**src/rtl/plam_pkg.sv**
```systemverilog
// constants and types shared by the part life alarm monitor
package plam_pkg;
   localparam int CLK_KHZ            = 25000;
   localparam int DC_TIME_MS         = 1000;
   localparam int DC_CYCLES          = CLK_KHZ * DC_TIME_MS;
   localparam int INRUSH_PER_PCT     = 10000;

   localparam logic [7:0] ADR_STATUS     = 8'h00;
   localparam logic [7:0] ADR_INRUSH     = 8'h04;
   localparam logic [7:0] ADR_CTRL_CAP   = 8'h08;
   localparam logic [7:0] ADR_MAIN_CAP   = 8'h0C;
   localparam logic [7:0] ADR_MEAS_CTRL  = 8'h10;
   localparam logic [7:0] ADR_FUNC_A     = 8'h14;
   localparam logic [7:0] ADR_FUNC_B     = 8'h18;
   localparam logic [7:0] ADR_FUNC_C     = 8'h1C;
   localparam logic [7:0] ADR_IRQ_STAT   = 8'h20;
   localparam logic [7:0] ADR_IRQ_CLR    = 8'h24;
   localparam logic [7:0] ADR_IRQ_EN     = 8'h28;

   localparam int BIT_CTRL_CAP = 0;
   localparam int BIT_MAIN_CAP = 1;
   localparam int BIT_FAN      = 2;
   localparam int BIT_INRUSH   = 3;
   localparam int BIT_MEAS_END = 4;
   localparam int IRQ_W        = 5;

   localparam logic [6:0] PCT_FULL        = 7'h64;
   localparam logic [6:0] PCT_INRUSH_LIM  = 7'h0A;
   localparam logic [6:0] PCT_CTRL_LIM    = 7'h0A;
   localparam logic [6:0] PCT_MAIN_LIM    = 7'h55;
   localparam logic [6:0] PCT_FAN_ONE     = 7'h28;
   localparam logic [6:0] PCT_FAN_MULTI   = 7'h32;

   localparam logic [7:0] CODE_ALARM_SRC  = 8'h5A;
   localparam logic [7:0] CODE_ALARM_SINK = 8'hBE;
   localparam logic [7:0] FUNC_RESET      = 8'h00;

   localparam logic [3:0] MC_IDLE   = 4'h0;
   localparam logic [3:0] MC_START  = 4'h1;
   localparam logic [3:0] MC_MEAS   = 4'h2;
   localparam logic [3:0] MC_DONE   = 4'h3;
   localparam logic [3:0] MC_FORCED = 4'h8;
   localparam logic [3:0] MC_ERROR  = 4'h9;

   typedef enum logic [2:0] {S_IDLE, S_START, S_MEAS, S_DONE, S_FORCED, S_ERROR} plam_meas_t;
endpackage

```
**src/rtl/plam_top.sv**
```systemverilog
// part life alarm monitor with wishbone register slave
//
// Chosen here: the placing of the registers and the Wishbone slave port.
`timescale 1ns/1ns
// Notes on behaviour
// [RULE_01] status word bits: 3 inrush, 2 fan, 1 main cap, 0 control cap
// [RULE_02] life alarm is high while any of the four flags is set
// [RULE_03] alarm reaches a terminal only when its code is 90 or 190
// [RULE_04] inrush life drops one percent per 10,000 contact closures
// [RULE_05] inrush life at 10 percent sets bit 3 and the alarm
// [RULE_06] control capacitor life counts down from 100 on wear steps
// [RULE_07] control capacitor life below 10 percent sets bit 0
// [RULE_08] main capacitor life updated after each completed measurement
// [RULE_09] main capacitor life at or below 85 percent sets bit 1
// [RULE_10] control codes 0,1,2,3,8,9; only 0 and 1 are writable
// [RULE_11] code 1 starts measurement at the next power-down
// [RULE_12] measurement drives DC on motor outputs for one second
// [RULE_13] run, shutoff, fault, power return, bad motor end it as 8 or 9
// [RULE_14] operator rewrites 1 if it stays at measuring after power return
// [RULE_15] fan speed at or below 40 percent sets bit 2 and fan fault
// [RULE_16] with several fans, any fan at or below 50 percent is a fault
// [RULE_17] the three life values are read-only, 0 to 100, reset to 100
// [RULE_18] sink code drives the terminal inverted from source code
module plam_top
   import plam_pkg::*;
#(
   parameter int NUM_FANS       = 1,
   parameter int DC_CYC         = DC_CYCLES,
   parameter int INRUSH_PER     = INRUSH_PER_PCT
)(
   input  wire logic                  i_core_clk,
   input  wire logic                  i_rst_n,
   input  wire logic                  i_wb_cyc,
   input  wire logic                  i_wb_stb,
   input  wire logic                  i_wb_we,
   input  wire logic [7:0]            i_wb_adr,
   input  wire logic [31:0]           i_wb_dat,
   input  wire logic [3:0]            i_wb_sel,
   output logic      [31:0]           o_wb_dat,
   output logic                       o_wb_ack,
   input  wire logic                  i_inrush_close,
   input  wire logic                  i_ctrl_cap_wear,
   input  wire logic [6:0]            i_main_cap_meas_pct,
   input  wire logic [NUM_FANS*7-1:0] i_fan_speed_pct,
   input  wire logic                  i_power_on,
   input  wire logic                  i_run_cmd,
   input  wire logic                  i_output_shutoff_in,
   input  wire logic                  i_fault_stop,
   input  wire logic                  i_motor_present,
   input  wire logic                  i_motor_rotating,
   output logic                       o_dc_inject,
   output logic                       o_life_alarm_out,
   output logic      [2:0]            o_term_out,
   output logic                       o_fan_fault_indication,
   output logic                       o_irq
);

   function automatic logic [3:0] meas_code(input plam_meas_t s);
      unique case (s)
         S_IDLE:   meas_code = MC_IDLE;
         S_START:  meas_code = MC_START;
         S_MEAS:   meas_code = MC_MEAS;
         S_DONE:   meas_code = MC_DONE;
         S_FORCED: meas_code = MC_FORCED;
         S_ERROR:  meas_code = MC_ERROR;
         default:  meas_code = MC_IDLE;
      endcase
   endfunction

   function automatic logic term_drive(input logic [7:0] code, input logic alarm);
      if (code == CODE_ALARM_SRC)
         term_drive = alarm;
      else if (code == CODE_ALARM_SINK)
         term_drive = ~alarm;
      else
         term_drive = 1'b0;
   endfunction

   logic                ack_reg;
   logic [31:0]         rdat_reg;
   logic [6:0]          inrush_life_pct_reg;
   logic [6:0]          ctrl_cap_life_pct_reg;
   logic [6:0]          main_cap_life_pct_reg;
   logic [31:0]         inrush_cnt_reg;
   logic [31:0]         dc_cnt_reg;
   logic [7:0]          func_reg [3];
   logic [IRQ_W-1:0]    irq_stat_reg;
   logic [IRQ_W-1:0]    irq_en_reg;
   logic [3:0]          flags_prev_reg;
   logic                power_prev_reg;
   plam_meas_t          meas_reg;
   plam_meas_t          meas_next;
   logic [3:0]          life_status_word;
   logic                fan_low;
   logic                wr;
   logic                wr_ctrl;
   logic                pdown;
   logic                pup;
   logic                meas_end;
   logic                inrush_wrap;
   logic [IRQ_W-1:0]    irq_evt;

   assign wr          = i_wb_cyc & i_wb_stb & i_wb_we & ack_reg & i_wb_sel[0];
   assign wr_ctrl     = wr & (i_wb_adr == ADR_MEAS_CTRL)
                        & (i_wb_dat[3:0] == MC_IDLE || i_wb_dat[3:0] == MC_START); // RULE_10
   assign pdown       = power_prev_reg & ~i_power_on;
   assign pup         = ~power_prev_reg & i_power_on;
   assign inrush_wrap = i_inrush_close && (inrush_cnt_reg == 32'(INRUSH_PER - 1));

   always_comb
   begin
      fan_low = 1'b0;
      for (int f = 0; f < NUM_FANS; f++)
      begin
         if (i_fan_speed_pct[f*7 +: 7] <= ((NUM_FANS > 1) ? PCT_FAN_MULTI : PCT_FAN_ONE)) // RULE_15 RULE_16
            fan_low = 1'b1;
      end
   end

   always_comb
   begin
      life_status_word[BIT_INRUSH]   = inrush_life_pct_reg <= PCT_INRUSH_LIM; // RULE_01 RULE_05
      life_status_word[BIT_FAN]      = fan_low;                               // RULE_15
      life_status_word[BIT_MAIN_CAP] = main_cap_life_pct_reg <= PCT_MAIN_LIM; // RULE_09
      life_status_word[BIT_CTRL_CAP] = ctrl_cap_life_pct_reg < PCT_CTRL_LIM;  // RULE_07
   end

   assign o_life_alarm_out       = |life_status_word; // RULE_02
   assign o_fan_fault_indication = fan_low;           // RULE_15
   assign o_dc_inject            = meas_reg == S_MEAS; // RULE_12

   always_comb
   begin
      for (int t = 0; t < 3; t++)
         o_term_out[t] = term_drive(func_reg[t], o_life_alarm_out); // RULE_03 RULE_18
   end

   // wishbone slave: ack one cycle after request, write on the ack edge
   always_ff @(posedge i_core_clk)
   begin
      if (!i_rst_n)
         ack_reg <= 1'b0;
      else
         ack_reg <= i_wb_cyc & i_wb_stb & ~ack_reg;
   end

   always_ff @(posedge i_core_clk)
   begin
      if (!i_rst_n)
         rdat_reg <= 32'h0000_0000;
      else if (i_wb_cyc & i_wb_stb & ~i_wb_we & ~ack_reg)
      begin
         unique case (i_wb_adr)
            ADR_STATUS:    rdat_reg <= {28'h000_0000, life_status_word};        // RULE_01
            ADR_INRUSH:    rdat_reg <= {25'h000_0000, inrush_life_pct_reg};     // RULE_17
            ADR_CTRL_CAP:  rdat_reg <= {25'h000_0000, ctrl_cap_life_pct_reg};   // RULE_17
            ADR_MAIN_CAP:  rdat_reg <= {25'h000_0000, main_cap_life_pct_reg};   // RULE_17
            ADR_MEAS_CTRL: rdat_reg <= {28'h000_0000, meas_code(meas_reg)};     // RULE_10
            ADR_FUNC_A:    rdat_reg <= {24'h00_0000, func_reg[0]};
            ADR_FUNC_B:    rdat_reg <= {24'h00_0000, func_reg[1]};
            ADR_FUNC_C:    rdat_reg <= {24'h00_0000, func_reg[2]};
            ADR_IRQ_STAT:  rdat_reg <= {27'h000_0000, irq_stat_reg};
            ADR_IRQ_EN:    rdat_reg <= {27'h000_0000, irq_en_reg};
            default:       rdat_reg <= 32'h0000_0000;
         endcase
      end
   end

   assign o_wb_ack = ack_reg;
   assign o_wb_dat = rdat_reg;

   always_ff @(posedge i_core_clk)
   begin
      if (!i_rst_n)
      begin
         func_reg[0] <= FUNC_RESET;
         func_reg[1] <= FUNC_RESET;
         func_reg[2] <= FUNC_RESET;
         irq_en_reg  <= '0;
      end
      else if (wr)
      begin
         if (i_wb_adr == ADR_FUNC_A)
            func_reg[0] <= i_wb_dat[7:0];
         if (i_wb_adr == ADR_FUNC_B)
            func_reg[1] <= i_wb_dat[7:0];
         if (i_wb_adr == ADR_FUNC_C)
            func_reg[2] <= i_wb_dat[7:0];
         if (i_wb_adr == ADR_IRQ_EN)
            irq_en_reg <= i_wb_dat[IRQ_W-1:0];
      end
   end

   // inrush contact closures
   always_ff @(posedge i_core_clk)
   begin
      if (!i_rst_n)
      begin
         inrush_cnt_reg      <= 32'h0000_0000;
         inrush_life_pct_reg <= PCT_FULL;
      end
      else if (i_inrush_close)
      begin
         inrush_cnt_reg <= inrush_wrap ? 32'h0000_0000 : inrush_cnt_reg + 32'h0000_0001; // RULE_04
         if (inrush_wrap && inrush_life_pct_reg != 7'h00)
            inrush_life_pct_reg <= inrush_life_pct_reg - 7'h01; // RULE_04
      end
   end

   // control capacitor wear steps from the thermal model
   always_ff @(posedge i_core_clk)
   begin
      if (!i_rst_n)
         ctrl_cap_life_pct_reg <= PCT_FULL;
      else if (i_ctrl_cap_wear && ctrl_cap_life_pct_reg != 7'h00)
         ctrl_cap_life_pct_reg <= ctrl_cap_life_pct_reg - 7'h01; // RULE_06
   end

   // power-down capacitor measurement
   always_comb
   begin
      meas_next = meas_reg;
      unique case (meas_reg)
         S_START:
            if (pdown) // RULE_11
            begin
               if (i_fault_stop || i_output_shutoff_in)
                  meas_next = S_FORCED; // RULE_13
               else if (!i_motor_present || i_motor_rotating)
                  meas_next = S_ERROR; // RULE_13
               else
                  meas_next = S_MEAS;
            end
         S_MEAS:
            if (i_run_cmd || i_output_shutoff_in || i_fault_stop || pup)
               meas_next = S_FORCED; // RULE_13
            else if (!i_motor_present || i_motor_rotating)
               meas_next = S_ERROR; // RULE_13
            else if (dc_cnt_reg == 32'(DC_CYC - 1))
               meas_next = S_DONE; // RULE_12
         default: meas_next = meas_reg;
      endcase
      if (wr_ctrl) // RULE_14
         meas_next = (i_wb_dat[3:0] == MC_START) ? S_START : S_IDLE;
   end

   assign meas_end = (meas_reg == S_MEAS) && (meas_next != S_MEAS);

   always_ff @(posedge i_core_clk)
   begin
      if (!i_rst_n)
      begin
         meas_reg       <= S_IDLE;
         power_prev_reg <= 1'b1;
      end
      else
      begin
         meas_reg       <= meas_next;
         power_prev_reg <= i_power_on;
      end
   end

   always_ff @(posedge i_core_clk)
   begin
      if (!i_rst_n)
         dc_cnt_reg <= 32'h0000_0000;
      else if (meas_reg == S_MEAS)
         dc_cnt_reg <= dc_cnt_reg + 32'h0000_0001; // RULE_12
      else
         dc_cnt_reg <= 32'h0000_0000;
   end

   always_ff @(posedge i_core_clk)
   begin
      if (!i_rst_n)
         main_cap_life_pct_reg <= PCT_FULL;
      else if (meas_end && meas_next == S_DONE && !wr_ctrl)
         main_cap_life_pct_reg <= (i_main_cap_meas_pct > PCT_FULL) ? PCT_FULL
                                  : i_main_cap_meas_pct; // RULE_08
   end

   // interrupts: rising life flags and end of measurement; set beats clear
   assign irq_evt = {meas_end, life_status_word & ~flags_prev_reg};

   always_ff @(posedge i_core_clk)
   begin
      if (!i_rst_n)
      begin
         irq_stat_reg   <= '0;
         flags_prev_reg <= 4'h0;
      end
      else
      begin
         flags_prev_reg <= life_status_word;
         if (wr && i_wb_adr == ADR_IRQ_CLR)
            irq_stat_reg <= (irq_stat_reg & ~i_wb_dat[IRQ_W-1:0]) | irq_evt;
         else
            irq_stat_reg <= irq_stat_reg | irq_evt;
      end
   end

   assign o_irq = |(irq_stat_reg & irq_en_reg);

   property p_status_map;
      @(posedge i_core_clk) disable iff (!i_rst_n)
      life_status_word[BIT_INRUSH] == (inrush_life_pct_reg <= PCT_INRUSH_LIM)
      && life_status_word[BIT_FAN] == fan_low;
   endproperty
   a_status_map: assert property (p_status_map) else $error("status word bit map wrong"); // RULE_01

   property p_alarm_any;
      @(posedge i_core_clk) disable iff (!i_rst_n)
      o_life_alarm_out == (life_status_word != 4'h0);
   endproperty
   a_alarm_any: assert property (p_alarm_any) else $error("alarm does not follow flags"); // RULE_02

   property p_term_src;
      @(posedge i_core_clk) disable iff (!i_rst_n)
      (func_reg[0] == CODE_ALARM_SRC) |-> o_term_out[0] == o_life_alarm_out;
   endproperty
   a_term_src: assert property (p_term_src) else $error("source terminal wrong"); // RULE_03

   property p_term_sink;
      @(posedge i_core_clk) disable iff (!i_rst_n)
      (func_reg[1] == CODE_ALARM_SINK) |-> o_term_out[1] != o_life_alarm_out;
   endproperty
   a_term_sink: assert property (p_term_sink) else $error("sink terminal not inverted"); // RULE_18

   property p_inrush_step;
      @(posedge i_core_clk) disable iff (!i_rst_n)
      (inrush_wrap && inrush_life_pct_reg != 7'h00)
      |=> inrush_life_pct_reg == $past(inrush_life_pct_reg) - 7'h01;
   endproperty
   a_inrush_step: assert property (p_inrush_step) else $error("inrush life not lowered"); // RULE_04

   property p_ctrl_step;
      @(posedge i_core_clk) disable iff (!i_rst_n)
      (i_ctrl_cap_wear && ctrl_cap_life_pct_reg > PCT_CTRL_LIM)
      |=> ctrl_cap_life_pct_reg == $past(ctrl_cap_life_pct_reg) - 7'h01;
   endproperty
   a_ctrl_step: assert property (p_ctrl_step) else $error("control cap life not lowered"); // RULE_06

   property p_no_write_status;
      @(posedge i_core_clk) disable iff (!i_rst_n)
      (wr && i_wb_adr == ADR_MEAS_CTRL && i_wb_dat[3:0] != MC_IDLE && i_wb_dat[3:0] != MC_START
       && (meas_reg == S_IDLE || meas_reg == S_START) && !pdown)
      |=> meas_reg == $past(meas_reg);
   endproperty
   a_no_write_status: assert property (p_no_write_status) else $error("status code written"); // RULE_10

   property p_start_on_pdown;
      @(posedge i_core_clk) disable iff (!i_rst_n)
      (meas_reg == S_START && !pdown && !wr_ctrl) |=> meas_reg == S_START;
   endproperty
   a_start_on_pdown: assert property (p_start_on_pdown) else $error("started early"); // RULE_11

   property p_run_forces;
      @(posedge i_core_clk) disable iff (!i_rst_n)
      (meas_reg == S_MEAS && i_run_cmd && !wr_ctrl) |=> meas_code(meas_reg) == MC_FORCED;
   endproperty
   a_run_forces: assert property (p_run_forces) else $error("run did not force end"); // RULE_13

   property p_pup_forces;
      @(posedge i_core_clk) disable iff (!i_rst_n)
      (meas_reg == S_MEAS && pup && !wr_ctrl) |=> meas_reg == S_FORCED;
   endproperty
   a_pup_forces: assert property (p_pup_forces) else $error("power return not forced"); // RULE_13

   property p_dc_bound;
      @(posedge i_core_clk) disable iff (!i_rst_n)
      (meas_reg == S_MEAS) |-> dc_cnt_reg < 32'(DC_CYC);
   endproperty
   a_dc_bound: assert property (p_dc_bound) else $error("dc injection overran"); // RULE_12

   property p_life_range;
      @(posedge i_core_clk) disable iff (!i_rst_n)
      inrush_life_pct_reg <= PCT_FULL && ctrl_cap_life_pct_reg <= PCT_FULL
      && main_cap_life_pct_reg <= PCT_FULL;
   endproperty
   a_life_range: assert property (p_life_range) else $error("life value out of range"); // RULE_17

   property p_done_update;
      @(posedge i_core_clk) disable iff (!i_rst_n)
      (meas_end && meas_next == S_DONE && !wr_ctrl && i_main_cap_meas_pct <= PCT_FULL)
      |=> main_cap_life_pct_reg == $past(i_main_cap_meas_pct) && o_dc_inject == 1'b0;
   endproperty
   a_done_update: assert property (p_done_update) else $error("main cap life not taken"); // RULE_08
endmodule

```
**config.mk**
```make
export PLATFORM = sky130hd
export DESIGN_NAME = plam_top
export DESIGN_NICKNAME = d
export VERILOG_FILES = /design/src/rtl/plam_pkg.sv /design/src/rtl/plam_top.sv
export SDC_FILE = /design/constraint.sdc
export NUM_CORES = 1
export LEC_CHECK = 0
export ABC_AREA = 1
export BUFFER_PORTS_ARGS = -buffer_cell sky130_fd_sc_hd__buf_2
export CORE_MARGIN = 3
export CORE_UTILIZATION = 58
export DETAILED_ROUTE_END_ITERATION = 12
export HOLD_SLACK_MARGIN = 0.08
export PLACE_DENSITY = 0.86
export RECOVER_POWER = 50
export SYNTH_ARGS = -nofsm -noshare
export SYNTH_HDL_FRONTEND = slang
export SYNTH_SLANG_ARGS = --single-unit
```
**constraint.sdc**
```tcl
create_clock -name i_core_clk -period 2.6 [get_ports i_core_clk]
set_input_delay 0.39 -clock i_core_clk [delete_from_list [all_inputs] [get_ports i_core_clk]]
set_output_delay 0.39 -clock i_core_clk [all_outputs]
set_load 0.02 [all_outputs]
```
==> results.cfg <==
[detailed_routing]
vias_per_cell = 5.56
wl_per_cell_um = 14.2
drt_first_pass_iters = 5
drc = 0
drtAntennaViolNets = 0
routed-via-count = 7477
routed_wl_um = 19100
drt_iter0_markers = 720

[sta]
fin_setup_tns_ns = 0
fin_crit_ns = 2.46
finalHoldViolations = 0
setup_viol = 0
tightest_slew_ns = 0.972
fmax_mhz = 406
fin_crit_sh = 0.948
finalClockSkew_ns = 0.0126
slew_headroom = 0.352
slew_viol_final = 0
rsz0062_at_grt = false
setup_ws_ns = 0.136

[setup_path]
worstPathBufferInverterCount = 3
crit_fanout = 7
crit_family = buffers and inverters
arrival_ns = 2.07
path_class = reg2out
crit_path_max_incr_delay_ns = 0.37
crit_path_start_kind = flip-flop
crit_top_cell = nand2_1
end_kind = output port
cp_slowest_cell = dfxtp_2
crit_required_ns = 2.21
worstPathCellList = inv_1 -> ha_1 -> nand2_1 -> nand3_1 -> nand2_1 -> nand4_1 -> buf_4 -> o21ai_0 -> a21oi_1 -> buf_2

[layout]
final_common_cell = nand2_1
nets = 1238
nFillCells = 1117
final_cell_mix = 229 x nand2_1, 142 x inv_1, 122 x nor2_1, 111 x dfxtp_1, 74 x a21oi_1
drive_above_1_share = 0.119
area_delta_synth_final_pct = 12.3
n_antenna_cell = 0

[grt]
busiest_layer = met2
met2_usage = 0.432
track_usage = 0.269
antenna_found_initial = 0
grt_pass1_wl_um = 31500
met1_usage = 0.343
grt_pass1_vias = 6827
grtUsageMet3 = 0.0589
overflow = 0
grt_max_degree = 46

[floorplanning]
start_util = 0.598
die_w_um = 121
core_um2 = 12700
io_pins = 111
die_h_um = 121
die_area_um2 = 14500
rows = 41

[synth]
synth.cell_area_um2 = 7600
yosysTopAreaCellShare = 0.295
syn_inst = 1090
ys_ff_latch = 136
seq_area_frac_synth = 0.390
synthTopCellsByArea = dfxtp_1 29%, nand2_1 11%, edfxtp_1 9.5%, inv_1 7.0%, nor2_1 6.0%
yosys.area.top_type = dfxtp_1
synth.yosys.warnings = 0
synth_cell_type_count = 51
syn_area_per_cell_um2 = 6.98

[pwr]
powerDensity_nw_per_um2 = 550
power_leakage_nw = 3.25
ir_worst_vdd_uv = 694

[clock_tree]
insertion_delay_ns = 0.43
cts_tree = done
clk_pin_slew_ns = 0.06
cts_htree_levels = 4
clock-sinks = 136
cts-root-buf = clkbuf_16
cts_buffer_depth = 2
cts_buffers = 17

[placement]
port_buffers = 59
gp_congestion = 0.957
place_ws_ns = 0.446
hpwl_um = 14000

[job]
drv_cap = 0

[min_path]
hold_path_class = in2reg

[status]
status = finished clean
[power breakdown]
part | internal, mW | switching, mW
registers | 2.17 | 0.0176
logic | 0.0637 | 0.165
clock network | 1.26 | 1.03
[timing repair]
action | in CTS | in global routing
buffers inserted | 1 | 0
endpoints found under the setup margin | 3 | 3
pin swaps | 1 | 0
hold buffers | 0 | 0
resized for setup | 0 | 1
[cells in the mapped netlist, drive strengths merged]
| cell | n |
|---|---|
| nand3b | 5 |
| inv | 152 |
| a21o | 1 |
| o22ai | 9 |
| xnor2 | 1 |
| dfxtp | 112 |
| o31ai | 3 |
| nand2 | 235 |
| a211oi | 5 |
| or3 | 1 |
| o21bai | 1 |
| clkbuf | 9 |
| or2 | 15 |
| o21ai | 57 |
| a22oi | 1 |
| o21a | 3 |
| o311ai | 2 |
| ha | 8 |
| and3 | 2 |
| conb | 1 |
| nor3 | 44 |
| xor2 | 9 |
| nor3b | 7 |
| and2 | 2 |
| nor4 | 18 |
| a221oi | 1 |
| buf | 33 |
| clkinv | 2 |
| o211ai | 3 |
| edfxtp | 24 |
| a21oi | 76 |
| o2111ai | 1 |
| nor2 | 135 |
| nand3 | 73 |
| nand4 | 39 |
[worst paths after layout]
path	start	endpoint	slack [ns]	depth (start not counted)
worst max-delay path	inrush_life_pct_reg[0]	o_term_out[2]	0.14	10
worst min-delay path	i_power_on	power_prev_reg	0.17	3
worst max register to register	inrush_cnt_reg[0]	inrush_cnt_reg[0]	0.50	10
worst min register to register	flags_prev_reg[2]	irq_stat_reg[2]	0.42	1
[area by class of cell]
cell class                 instances  area (µm²)  area share
clock buffer                      17         425      0.0498
clock inverter                    15         135      0.0158
tap                              172         215      0.0252
inverter                         154         578      0.0677
multi-input combinational        781        3880       0.454
sequential                       136        2960       0.347
timing repair buffer              69         342      0.0400
[logic make-up after synthesis]
| family | share of synthesized area |
|---|---|
| other cells | 0.000493 |
| buf+inv | 0.110 |
| fa+ha+maj | 0.0132 |
| xor+xnor | 0.0115 |
| compound gates | 0.118 |
| flops | 0.390 |
| simple gates | 0.357 |
[metal layers]
| layer | up-vias | share of wire |
|---|---|---|
| li1 | 3711 | - |
| met1 | 3404 | 0.42 |
| met2 | 306 | 0.47 |
| met3 | 56 | 0.075 |
| met4 | 0 | 0.038 |
| met5 | - | 0 |
[stage by stage]
step           power, mW  area [µm²]  cells  hold slack (ns)   util
5_1_grt             4.85        8540   1344            0.173  0.671
2_1_floorplan       2.39        7690   1113            0.399      -
3_5_place_dp        2.45        8010   1311            0.417  0.629
3_3_place_gp        2.45        8010   1311            0.401  0.629
4_1_cts             4.73        8580   1344            0.146  0.674
6_report            4.69        8540   1344            0.168  0.671
[worst reg2reg max path, stage by stage (launching register included)]
cell	delay, ns
dfxtp_1	0.38
ha_1	0.26
nand2_1	0.13
inv_1	0.12
nand4_1	0.10
nor3_1	0.16
nand4_1	0.19
nand2_1	0.30
inv_2	0.16
nand3_1	0.10
o31ai_1	0.06
No activity file was read; power rests on OpenSTA's default activity.
